**src/hw/csw_regs.vh**
```
// constants and register map of the cyclic sense wake detector
// Function
// - timer periodically turns high-side driver on
// - evaluate wake input only during on-time
// - change wakes: interrupt or main supply
// - timer starts once valid on-time programmed
// - unprogrammed sole cyclic source forces restart
// - fault flag when on-time exceeds period
// - timer start with cyclic code relearns
// - first sample is reference only
// - 16us filter starts at on-time end
// - wake needs change and stable filter level
// - cyclic wake sets wake event flag
// - level status refreshed only from samples
// - stop mode updates only at shortest on-time
// - wake raised even if flag set
// - static sensing monitors enabled inputs continuously
// - cyclic waking driven only by timer
// - sixteen periods, fixed on-times or off
// - timer cleared in restart mode and on each timer register write
// - uncleared flags at sleep force restart
`ifndef CSW_REGS_VH
`define CSW_REGS_VH
`define CSW_A_TIMER   12'h000
`define CSW_A_GPIO    12'h004
`define CSW_A_WKCTL   12'h008
`define CSW_A_STAT0   12'h00c
`define CSW_A_STAT1   12'h010
`define CSW_A_MODE    12'h014
`define CSW_A_STATE   12'h018
`define CSW_GPIO_HSCS 3'h3
`define CSW_ON_OFFL   3'h0
`define CSW_ON_OFFH1  3'h6
`define CSW_ON_OFFH2  3'h7
`define CSW_ON_SHORT  3'h1
`define CSW_MD_NORMAL 2'h0
`define CSW_MD_STOP   2'h1
`define CSW_MD_SLEEP  2'h2
`define CSW_MD_RESTART 2'h3
`define CSW_CLK_KHZ   40000
`define CSW_FILT_NS   16000
`define CSW_FILT_CYC  16'd640 // 16us filter at 25ns per clock
`define CSW_TICK_DIV  16'd3999
`endif

```
**src/hw/csw_detector.v**
```verilog
// cyclic sense wake detector with apb registers
//
// Design decisions made here: the register offsets and register access over APB.
`default_nettype none
module csw_detector (
    input  wire        CORE_CLK,
    input  wire        RESET_N,
    input  wire        PSEL,
    input  wire        PENABLE,
    input  wire        PWRITE,
    input  wire [11:0] PADDR,
    input  wire [31:0] PWDATA,
    output reg  [31:0] PRDATA,
    output reg         PREADY,
    output reg         PSLVERR,
    input  wire        SENSED_WAKE_INPUT,
    input  wire        GPIO_WAKE_INPUT,
    output reg         HIGH_SIDE_DRIVER,
    output reg         INTERRUPT_OUT_LOW,
    output reg         MAIN_SUPPLY_RAIL,
    output reg         RESET_OUT_LOW
);
`include "csw_regs.vh"
    localparam [15:0] FILT_CYC = `CSW_FILT_CYC; // 16us in clocks
    localparam [4:0] ST_IDLE = 5'h01; // timer stopped
    localparam [4:0] ST_ON   = 5'h02; // driver on, sensing
    localparam [4:0] ST_FILT = 5'h04; // filter after on-time
    localparam [4:0] ST_OFF  = 5'h08; // rest of period
    reg  [3:0]  period_sel;   // period code
    reg  [2:0]  on_sel;       // on-time code
    reg  [2:0]  gpio_cfg;     // gpio function code
    reg         wake_input_enable;  // static/cyclic wake source
    reg         gpio_wake_en;       // gpio as static wake
    reg         wake_input_event_flag;
    reg         wake_level_bit;
    reg         gpio_event_flag;
    reg         spi_fail;     // configuration fault
    reg  [1:0]  mode;         // device mode
    reg  [4:0]  state;
    reg  [23:0] tcnt;         // 0.1ms ticks in period
    reg  [15:0] fcnt;         // filter clocks
    reg         ref_level;    // previous cycle sample
    reg         ref_valid;    // reference learnt
    reg         filt_ok;      // level stable in filter
    reg         samp;         // level at on-time end
    reg         st_prev;      // static sense previous
    reg         gp_prev;
    reg  [7:0]  rst_cnt;      // restart hold
    wire        tick;
    reg  [23:0] per_ticks;
    reg  [23:0] on_ticks;
    wire        on_valid = (on_sel != `CSW_ON_OFFL) && (on_sel != `CSW_ON_OFFH1)
                           && (on_sel != `CSW_ON_OFFH2);
    wire        cyc_cfg = gpio_cfg == `CSW_GPIO_HSCS;
    wire        wr = PSEL && PENABLE && PWRITE;
    wire        acc = PSEL && PENABLE;
    wire        wr_timer = wr && (PADDR == `CSW_A_TIMER);
    wire        wr_mode = wr && (PADDR == `CSW_A_MODE);
    reg         cyc_wake;     // wake from cyclic sense
    reg         stat_upd;     // sample updates status
    reg         static_wake;
    reg         next_valid;
    reg         sleep_req;    // sleep write in normal/stop
    reg         no_source;    // no usable wake source
    reg         enter_rst;    // restart entered this edge

    csw_tick u_tick (
        .clk     (CORE_CLK),
        .reset_n (RESET_N),
        .clr     (wr_timer),
        .tick    (tick)
    );

    // period decode in 0.1ms ticks
    always @* begin
        case (period_sel)
            4'h0: per_ticks = 24'd100;
            4'h1: per_ticks = 24'd200;
            4'h2: per_ticks = 24'd500;
            4'h3: per_ticks = 24'd1000;
            4'h4: per_ticks = 24'd2000;
            4'h5: per_ticks = 24'd5000;
            4'h6: per_ticks = 24'd10000;
            4'h7: per_ticks = 24'd20000;
            4'h8: per_ticks = 24'd50000;
            4'h9: per_ticks = 24'd100000;
            4'ha: per_ticks = 24'd200000;
            4'hb: per_ticks = 24'd500000;
            4'hc: per_ticks = 24'd1000000;
            4'hd: per_ticks = 24'd2000000;
            4'he: per_ticks = 24'd5000000;
            default: per_ticks = 24'd10000000;
        endcase
        case (on_sel)
            3'h1: on_ticks = 24'd1;
            3'h2: on_ticks = 24'd3;
            3'h3: on_ticks = 24'd10;
            3'h4: on_ticks = 24'd100;
            3'h5: on_ticks = 24'd200;
            default: on_ticks = 24'd0;
        endcase
    end

    // cyclic wake decision at filter end, static wake every cycle
    always @* begin
        next_valid  = ref_valid;
        cyc_wake    = 1'b0;
        stat_upd    = 1'b0;
        if (state == ST_FILT && fcnt == FILT_CYC && cyc_cfg && wake_input_enable) begin
            next_valid = 1'b1;
            stat_upd = (mode != `CSW_MD_STOP) || (on_sel == `CSW_ON_SHORT);
            cyc_wake = ref_valid && filt_ok && (samp != ref_level);
        end
        static_wake = (!cyc_cfg && wake_input_enable && SENSED_WAKE_INPUT != st_prev)
                      || (gpio_wake_en && GPIO_WAKE_INPUT != gp_prev);
        // restart entry, shared so the driver drops with the reset output
        sleep_req = wr_mode && (PWDATA[1:0] == `CSW_MD_SLEEP)
                    && (mode == `CSW_MD_NORMAL || mode == `CSW_MD_STOP);
        no_source = !gpio_wake_en && !(wake_input_enable && (!cyc_cfg || on_valid));
        enter_rst = (sleep_req && (wake_input_event_flag || gpio_event_flag || no_source))
                    || (mode == `CSW_MD_SLEEP && (cyc_wake || static_wake));
    end

    // timer sequencer and sampling
    always @(posedge CORE_CLK or negedge RESET_N) begin
        if (!RESET_N) begin
            state     <= ST_IDLE;
            tcnt      <= 24'h000000;
            fcnt      <= 16'h0000;
            ref_level <= 1'b0;
            ref_valid <= 1'b0;
            filt_ok   <= 1'b0;
            samp      <= 1'b0;
            HIGH_SIDE_DRIVER <= 1'b0;
        end else if (mode == `CSW_MD_RESTART || enter_rst) begin
            state     <= ST_IDLE;
            tcnt      <= 24'h000000;
            ref_valid <= 1'b0;
            HIGH_SIDE_DRIVER <= 1'b0;
        end else if (wr_timer) begin
            // fresh start on each on-time write; relearn reference
            state     <= on_valid_w(PWDATA[6:4]) ? ST_ON : ST_IDLE;
            tcnt      <= 24'h000000;
            ref_valid <= 1'b0;
            HIGH_SIDE_DRIVER <= on_valid_w(PWDATA[6:4]) && (gpio_cfg == `CSW_GPIO_HSCS);
        end else begin
            ref_valid <= next_valid;
            if (tick && state != ST_IDLE) begin
                tcnt <= (tcnt + 24'h000001 >= per_ticks) ? 24'h000000 : tcnt + 24'h000001;
            end
            case (state)
                ST_IDLE: begin
                    HIGH_SIDE_DRIVER <= 1'b0;
                end
                ST_ON: begin
                    HIGH_SIDE_DRIVER <= cyc_cfg;
                    if (tick && tcnt + 24'h000001 >= on_ticks) begin
                        state   <= ST_FILT;
                        fcnt    <= 16'h0000;
                        samp    <= SENSED_WAKE_INPUT;
                        filt_ok <= 1'b1;
                    end
                end
                ST_FILT: begin
                    HIGH_SIDE_DRIVER <= cyc_cfg;
                    if (SENSED_WAKE_INPUT != samp) begin
                        filt_ok <= 1'b0;
                    end
                    if (fcnt == FILT_CYC) begin
                        state <= ST_OFF;
                        HIGH_SIDE_DRIVER <= 1'b0;
                        if (next_valid) begin
                            ref_level <= samp;
                        end
                    end else begin
                        fcnt <= fcnt + 16'h0001;
                    end
                end
                ST_OFF: begin
                    HIGH_SIDE_DRIVER <= 1'b0;
                    if (tick && tcnt + 24'h000001 >= per_ticks) begin
                        state <= ST_ON;
                    end
                end
                default: state <= ST_IDLE;
            endcase
        end
    end

    // on-time code validity
    function on_valid_w;
        input [2:0] c;
        begin
            on_valid_w = (c != `CSW_ON_OFFL) && (c != `CSW_ON_OFFH1) && (c != `CSW_ON_OFFH2);
        end
    endfunction

    // registers, status, mode control
    always @(posedge CORE_CLK or negedge RESET_N) begin
        if (!RESET_N) begin
            period_sel <= 4'h0;
            on_sel     <= 3'h0;
            gpio_cfg   <= 3'h0;
            wake_input_enable <= 1'b0;
            gpio_wake_en <= 1'b0;
            wake_input_event_flag <= 1'b0;
            wake_level_bit <= 1'b0;
            gpio_event_flag <= 1'b0;
            spi_fail   <= 1'b0;
            mode       <= `CSW_MD_NORMAL;
            rst_cnt    <= 8'h00;
            st_prev    <= 1'b0;
            gp_prev    <= 1'b0;
            PRDATA     <= 32'h00000000;
            PREADY     <= 1'b0;
            PSLVERR    <= 1'b0;
            INTERRUPT_OUT_LOW <= 1'b1;
            MAIN_SUPPLY_RAIL  <= 1'b1;
            RESET_OUT_LOW     <= 1'b0;
        end else begin
            st_prev <= SENSED_WAKE_INPUT;
            gp_prev <= GPIO_WAKE_INPUT;
            PREADY  <= PSEL && !PENABLE;
            PSLVERR <= 1'b0;
            INTERRUPT_OUT_LOW <= 1'b1;
            if (PSEL && !PENABLE) begin
                PSLVERR <= PADDR > `CSW_A_STATE || PADDR[1:0] != 2'h0;
                case (PADDR)
                    `CSW_A_TIMER: PRDATA <= {25'h0, on_sel, period_sel};
                    `CSW_A_GPIO:  PRDATA <= {29'h0, gpio_cfg};
                    `CSW_A_WKCTL: PRDATA <= {30'h0, gpio_wake_en, wake_input_enable};
                    `CSW_A_STAT0: PRDATA <= {30'h0, gpio_event_flag, wake_input_event_flag};
                    `CSW_A_STAT1: PRDATA <= {31'h0, wake_level_bit};
                    `CSW_A_MODE:  PRDATA <= {30'h0, mode};
                    `CSW_A_STATE: PRDATA <= {26'h0, spi_fail, state};
                    default:      PRDATA <= 32'h00000000;
                endcase
            end
            if (wr && mode != `CSW_MD_RESTART) begin
                case (PADDR)
                    `CSW_A_TIMER: begin
                        period_sel <= PWDATA[3:0];
                        on_sel     <= PWDATA[6:4];
                    end
                    `CSW_A_GPIO:  gpio_cfg <= PWDATA[2:0];
                    `CSW_A_WKCTL: begin
                        wake_input_enable <= PWDATA[0];
                        gpio_wake_en      <= PWDATA[1];
                    end
                    `CSW_A_STAT1: spi_fail <= spi_fail & ~PWDATA[5];
                    default: ;
                endcase
            end
            // on-time above period flags a fault
            if (on_ticks > per_ticks) begin
                spi_fail <= 1'b1;
            end
            // write-one clears; a new event wins
            if (wr && PADDR == `CSW_A_STAT0) begin
                wake_input_event_flag <= wake_input_event_flag & ~PWDATA[0];
                gpio_event_flag <= gpio_event_flag & ~PWDATA[1];
            end
            if (stat_upd) begin
                wake_level_bit <= samp;
            end
            if (cyc_wake && stat_upd) begin
                wake_input_event_flag <= 1'b1;
            end
            if (static_wake && !cyc_cfg && wake_input_enable
                && SENSED_WAKE_INPUT != st_prev) begin
                wake_input_event_flag <= 1'b1;
            end
            if (gpio_wake_en && GPIO_WAKE_INPUT != gp_prev) begin
                gpio_event_flag <= 1'b1;
            end
            // mode sequencing and wake reaction
            case (mode)
                `CSW_MD_NORMAL, `CSW_MD_STOP: begin
                    if (cyc_wake || static_wake) begin
                        INTERRUPT_OUT_LOW <= 1'b0;
                    end
                    if (wr_mode && PWDATA[1:0] == `CSW_MD_SLEEP) begin
                        if (wake_input_event_flag || gpio_event_flag || no_source) begin
                            mode <= `CSW_MD_RESTART;
                            rst_cnt <= 8'h00;
                            RESET_OUT_LOW <= 1'b0;
                        end else begin
                            mode <= `CSW_MD_SLEEP;
                            MAIN_SUPPLY_RAIL <= 1'b0;
                        end
                    end else if (wr_mode && PWDATA[1:0] != `CSW_MD_RESTART) begin
                        mode <= PWDATA[1:0];
                    end
                end
                `CSW_MD_SLEEP: begin
                    if (cyc_wake || static_wake) begin
                        mode <= `CSW_MD_RESTART;
                        rst_cnt <= 8'h00;
                        MAIN_SUPPLY_RAIL <= 1'b1;
                        RESET_OUT_LOW <= 1'b0;
                    end
                end
                default: begin
                    MAIN_SUPPLY_RAIL <= 1'b1;
                    RESET_OUT_LOW <= 1'b0;
                    if (tick) begin
                        rst_cnt <= rst_cnt + 8'h01;
                        if (rst_cnt == 8'hff) begin
                            mode <= `CSW_MD_NORMAL;
                            RESET_OUT_LOW <= 1'b1;
                        end
                    end
                end
            endcase
            if (mode == `CSW_MD_NORMAL && !acc && RESET_OUT_LOW == 1'b0) begin
                RESET_OUT_LOW <= 1'b1;
            end
        end
    end
endmodule // csw_detector
`default_nettype wire

```
**src/hw/csw_tick.v**
```verilog
// divider giving a one-cycle pulse every 0.1 ms
`default_nettype none
module csw_tick (
    input  wire        clk,
    input  wire        reset_n,
    input  wire        clr,      // restart the divider phase
    output reg         tick
);
`include "csw_regs.vh"
    reg [15:0] cnt; // cycle counter
    // count cycles, pulse on wrap
    always @(posedge clk or negedge reset_n) begin
        if (!reset_n) begin
            cnt  <= 16'h0000;
            tick <= 1'b0;
        end else if (clr) begin
            // fresh phase, so a new on-time lasts whole ticks
            cnt  <= 16'h0000;
            tick <= 1'b0;
        end else if (cnt == `CSW_TICK_DIV) begin
            cnt  <= 16'h0000;
            tick <= 1'b1;
        end else begin
            cnt  <= cnt + 16'h0001;
            tick <= 1'b0;
        end
    end
endmodule // csw_tick
`default_nettype wire

```
**config.mk**
```make
export PLATFORM = sky130hd
export DESIGN_NAME = csw_detector
export DESIGN_NICKNAME = d
export VERILOG_FILES = /design/src/hw/csw_detector.v /design/src/hw/csw_tick.v
export VERILOG_INCLUDE_DIRS = /design/src /design/src/hw
export SDC_FILE = /design/constraint.sdc
export NUM_CORES = 1
export LEC_CHECK = 0
export BUFFER_PORTS_ARGS = -buffer_cell sky130_fd_sc_hd__buf_4
export CORE_MARGIN = 5
export CORE_UTILIZATION = 45
export CTS_CLUSTER_SIZE = 28
export DETAILED_ROUTE_END_ITERATION = 12
export PLACE_DENSITY = 0.72
export SLEW_MARGIN = 10
export SYNTH_ARGS = -nofsm -noshare
export SYNTH_HDL_FRONTEND = slang
export SYNTH_SLANG_ARGS = --single-unit
```
**constraint.sdc**
```tcl
create_clock -name CORE_CLK -period 5.3 [get_ports CORE_CLK]
set_input_delay 0.53 -clock CORE_CLK [delete_from_list [all_inputs] [get_ports CORE_CLK]]
set_output_delay 0.53 -clock CORE_CLK [all_outputs]
set_load 0.01 [all_outputs]
```
== Word level (Yosys, flattened, before mapping) ==
Memory sizes are Yosys's and may differ from the RTL's.
Index checks and enable logic that the tools add are counted.

* Flip-flop bits (word level): 132
* ROM bits: 336
* Bits of input ports: 51
* Output and inout port bits: 38
* Word-level logic and storage cells: 243
* Memories: 1

{| class="wikitable"
|+ Memory list
! name !! words !! width !! rd ports !! clocked after memory_dff !! wr ports !! line !! RTL
|-
| (name not given) || 16 || 21 || 1 || 0 || 0 || csw_detector.v:76 || <nowiki>case (period_sel)</nowiki>
|}

* $add $sub $neg: 4
* Order comparisons: 4
* Equality and inequality tests: 50
* Muxes and demuxes: 66
* Bitwise logic cells: 9
* Reduce and logical (&&, ||, !) cells: 80

{| class="wikitable"
|+ Operators by type and width
! cell !! number
|-
| $mux W24 || 4
|-
| $mux W16 || 4
|-
| $pmux W7 S7 || 1
|-
| $ge A24 B24 Y1 || 2
|-
| $pmux W8 S5 || 1
|-
| $eq A12 B5 Y1 const B || 3
|-
| $logic_and A1 B1 Y1 || 36
|-
| $mux W1 || 33
|-
| $add A16 B1 Y16 const B || 2
|-
| $mux W8 || 4
|-
| $pmux W16 S2 || 1
|-
| $mux W5 || 5
|-
| $add A24 B1 Y24 const B || 1
|-
| $eq A12 B4 Y1 const B || 2
|-
| $gt A24 B24 Y1 || 1
|-
| $ne A3 B3 Y1 const B || 7
|-
| $pmux W5 S4 || 1
|-
| $reduce_bool A3 Y1 || 6
|-
| $eq A16 B10 Y1 const B || 1
|-
| $eq A16 B12 Y1 const B || 1
|-
| $pmux W8 S2 || 1
|-
| $reduce_and A4 Y1 || 4
|-
| $reduce_and A5 Y1 || 3
|-
| $ne A2 B2 Y1 const B || 7
|-
| other kinds (35) || 82
|}

== Logic depth before layout (Yosys ltp) ==
* Depth after elaboration: 13
* Depth in mapped cells: 16
* Mapped depth without buffers: 15

== Modules after synthesis ==
A second synthesis with hierarchy kept.

* Cells, all modules: 878
* Area total of the unflattened synthesis: 7554.7 um^2

{| class="wikitable"
|+ By module, submodules not included
! module !! instances !! cells each !! area each (um^2) !! seq. area each (um^2)
|-
| csw_detector || 1 || 798 || 6729.0 || 2230.9
|-
| csw_tick || 1 || 80 || 825.8 || 425.4
|}

== Worst setup path before layout ==
Ideal clock, no wire load.

* Path type: reg2reg
* Start: register tcnt[0]
* End: register tcnt[0]
* Library setup time: 0.083 ns
* Arrival time: 3.522 ns
* Required time: 5.217 ns
* Slack: 1.696 ns
* Stages on the path, launching flop included: 16
* Buffers on the path: 1
* Clock period less this slack: 3.604 ns
* Cell sequence: dfrtp_1 -> ha_1 -> nand3_1 -> or4_1 -> nor2_1 -> and3_1 -> xor2_1 -> ha_1 -> a21oi_1 -> o21ai_0 -> o311ai_0 -> nand2_1 -> a211oi_2 -> buf_2 -> nand2_1 -> o21ai_0

* Word-level cells in the longest chain between the ends: 6

{| class="wikitable"
|+ RTL lines
! what !! line !! RTL
|-
| from (decl) || csw_detector.v:40 || <nowiki>reg [23:0] tcnt;</nowiki>
|-
| from (signal assigned) || csw_detector.v:149 || <nowiki>tcnt <= (tcnt + 24'h000001 >= per_ticks) ? 24'h000000 : tcnt + 24'h000001;</nowiki>
|-
| $add A24 B1 Y24 * || csw_detector.v:149 ||
|-
| $ge A24 B24 Y1 || csw_detector.v:149 ||
|-
| $mux W24 * || csw_detector.v:149 ||
|-
| $mux W24 * || csw_detector.v:148 || <nowiki>if (tick && state != ST_IDLE) begin</nowiki>
|-
| $mux W24 * || csw_detector.v:140 || <nowiki>end else if (wr_timer) begin</nowiki>
|-
| $mux W24 * || csw_detector.v:135 || <nowiki>end else if (mode == `CSW_MD_RESTART || enter_rst) begin</nowiki>
|}

Every way passes the cells marked *; elsewhere a longest branch is shown, timed or not. The select of a mux whose other input is x is not followed.
A chain may end at the register's enable or synchronous reset.

== Worst setup path in the final report ==
Same ends and word-level chain as after synthesis.

==> flow_summary.yaml <==
run_status:
  status: "completed"
finish:
  diodes: 0
  final_util_pct: 49.6
  final_nets: 969
  area_growth_syn_to_layout_pct: 9.02
  fillers: 1504
  drive_above_1_share_pct: 11.8
power_and_ir_drop:
  cellLeakagePower_nw: 3.64
  total_power_mw: 1.70
  power.density_mw_per_mm2: 208
  ir_worst_vdd_uv: 200
worst_setup_path:
  arrival_ns: 4.45
  r2r-start: "tcnt[0]"
  r2r_slack_ns: 1.12
  worstSetupStartpointType: "flip-flop"
  cp_max_fo: 12
  cp.required_ns: 5.57
  critPathKind: "flip-flop to flip-flop"
  crit_path_end_kind: "flip-flop"
  ff2ff_path_depth: 15
  r2r_end: "tcnt[0]"
floorplan:
  fp.dieW_microns: 139
  io_pins: 89
  rows: 47
  die-area_sq_mm: 0.0193
  dieHeight_microns: 139
  core_sq_mm: 0.0164
  start_util_pct: 45.5
job:
  cap_violations: 0
global_routing:
  grt_usage_pct: 18.0
  grt_pass1_vias: 5966
  grt_first_pass_wirelength_microns: 29500
  grt_max_degree: 74
  antenna_found_initial: 0
  grt.overflow.total: 0
yosys:
  synth_top_area_share_pct: 34.5
  ys_seq_area_share_pct: 35.6
  syn-cell-area_sq_mm: 0.00746
  ys_warn_count: 0
  synth_seq_cells: 106
  syn_inst: 857
  synth_top_cell_by_area: "dfrtp_1"
  avgSynthCellArea_sq_um: 8.71
  synthTopCellsByArea: "dfrtp_1 (35%), ha_1 (7.2%), nand2_1 (4.1%), nor2_1 (4.0%), a21oi_1 (3.2%)"
  yosysUniqueCellTypes: 72
  yosys-top-cells-count: "dfrtp_1 (103), nand2_1 (82), nor2_1 (80)"
  synth_edf_count: 0
  yosysMostFrequentCell: "dfrtp_1"
  synthArstFlopShare_pct: 100
  synth_top_flop_cell: "dfrtp_1"
clocking:
  cts_resized: 0
  holdBufCountCts: 0
  numCtsBuffers: 9
  path_clk_slew_ns: 0.07
  cts_buffer_depth: 2
  cts_setup_buffers: 0
  clk-insertion-delay-late_ns: 0.36
  clock_sinks: 106
  root_buffer: "clkbuf_16"
  h-tree-depth: 3
  cts_tree: "done"
timing:
  fin_crit_sh_pct: 78.9
  hold_violations: 0
  max_freq_mhz: 239
  finalCriticalPeriod_ns: 4.18
  rsz0062_at_grt: "no"
  slew_viol_final: 0
  max_slew_margin_pct: 34.0
  setup_viol: 0
  tightest_slew_ns: 0.991
  finClkSkew_ns: 0.00903
  tns_ns: 0
placed_design:
  hpwl_microns: 12700
  portBuffers: 38
  place_congestion: 0.861
route:
  ant_nets: 0
  viasPerCell: 5.70
  drt_wl_total_microns: 17400
  drt_iter0_markers: 381
  drc_errors: 0
  routedWlPerCell_microns: 15.8
  drt-pass1-iter-count: 5
  vias: 6271
worst_hold_path:
  hold_path.class: "primary input to asynchronous set/reset pin"
-- sequential cells by signal, indices dropped and copies added (netlist names), 2 cells and up --
name,flops
tcnt,24
on_sel,3
gpio_cfg,3
mode,2
period_sel,4
rst_cnt,8
state,4
u_tick.cnt,16
PRDATA,7
fcnt,16
-- layout make-up --
type	count	area, sq um	share of cell area [%]
clock buffers	9	225	2.77
flip-flops and latches	106	2660	32.7
well taps	220	275	3.38
clock inverters	7	88.8	1.09
multi-input cells	681	4420	54.3
inverters	29	109	1.34
repair buffers	48	360	4.43
-- power breakdown --
group / switching, mW / internal, mW
registers: 0.0251 / 0.838
clock network: 0.332 / 0.380
logic: 0.0703 / 0.0493
-- worst max-delay path by stage --
stage | from | endpoint | slack [ns]
2_1_floorplan | tcnt[0] | tcnt[0] | 1.70
3_3_place_gp | tcnt[0] | tcnt[0] | 1.24
3_5_place_dp | tcnt[0] | tcnt[0] | 1.19
4_1_cts | tcnt[0] | tcnt[0] | 1.14
5_1_grt | tcnt[0] | tcnt[0] | 0.70
6_report | tcnt[0] | tcnt[0] | 1.12
-- layout by cell type (no fill, tap or decap), types with 5 or more instances in the layout --
cell         n
a21o_1       7
a21oi_1     47
a31oi_1      7
a32o_1      13
and2_1       9
and3_1      11
buf_4       48
clkbuf_16    9
conb_1      25
dfrtp_1    103
ha_1        43
inv_1       29
mux2_2      17
mux2i_1     10
nand2_1     82
nand2b_1    16
nand3_1     35
nand4_1     15
nor2_1      79
nor2b_1     14
nor3_1      27
nor3b_1      6
nor4_1      18
o211ai_1     6
o21a_1       6
o21ai_0     41
o2bb2ai_1    7
o31ai_1      8
or2_2        5
or3_1        6
or4_1        9
xnor2_1     20
xor2_1      25
-- kinds of logic after synthesis --
| group | after synthesis | share of synthesized area [%] |
|---|---|---|
| AO/OA/AOI/OAI | 185 | 16.9 |
| XOR/XNOR | 45 | 5.28 |
| adder cells (fa/ha/maj) | 43 | 7.21 |
| buffers and inverters | 94 | 6.41 |
| flip-flops | 106 | 35.6 |
| multiplexers | 29 | 4.31 |
| other | 1 | 0.0503 |
| AND/OR/NAND/NOR | 354 | 24.2 |
-- critical path: stages (launching register included) --
cell	delay [ns]
dfrtp_1	0.45
ha_1	0.24
nand3_1	0.26
or4_1	0.69
nor2_1	0.25
and3_1	0.21
xor2_1	0.22
ha_1	0.29
a21oi_1	0.14
o21ai_0	0.10
o311ai_0	0.28
nand2_1	0.13
a211oi_2	0.27
buf_4	0.28
nand2_1	0.09
o21ai_0	0.20
-- metrics by stage --
step / instances / setup WS (ns) / area, sq um / hold WS [ns]
floorplan: 881 / 1.70 / 7550 / 0.234
global route: 1100 / 0.699 / 8130 / 0.152
CTS: 1100 / 1.14 / 8130 / 0.130
detailed placement: 1084 / 1.19 / 7820 / 0.480
global placement: 1084 / 1.24 / 7820 / 0.466
finish: 1100 / 1.12 / 8130 / 0.112
-- per-layer routing --
layer / vias up / GRT usage, % / share of wire [%]
met5: - / 0 / 0
met4: 0 / 4.38 / 1.6
met3: 25 / 3.48 / 5.0
met2: 145 / 29.7 / 47
met1: 3012 / 24.7 / 46
li1: 3089 / - / -
(Power assumes the default switching activity.)
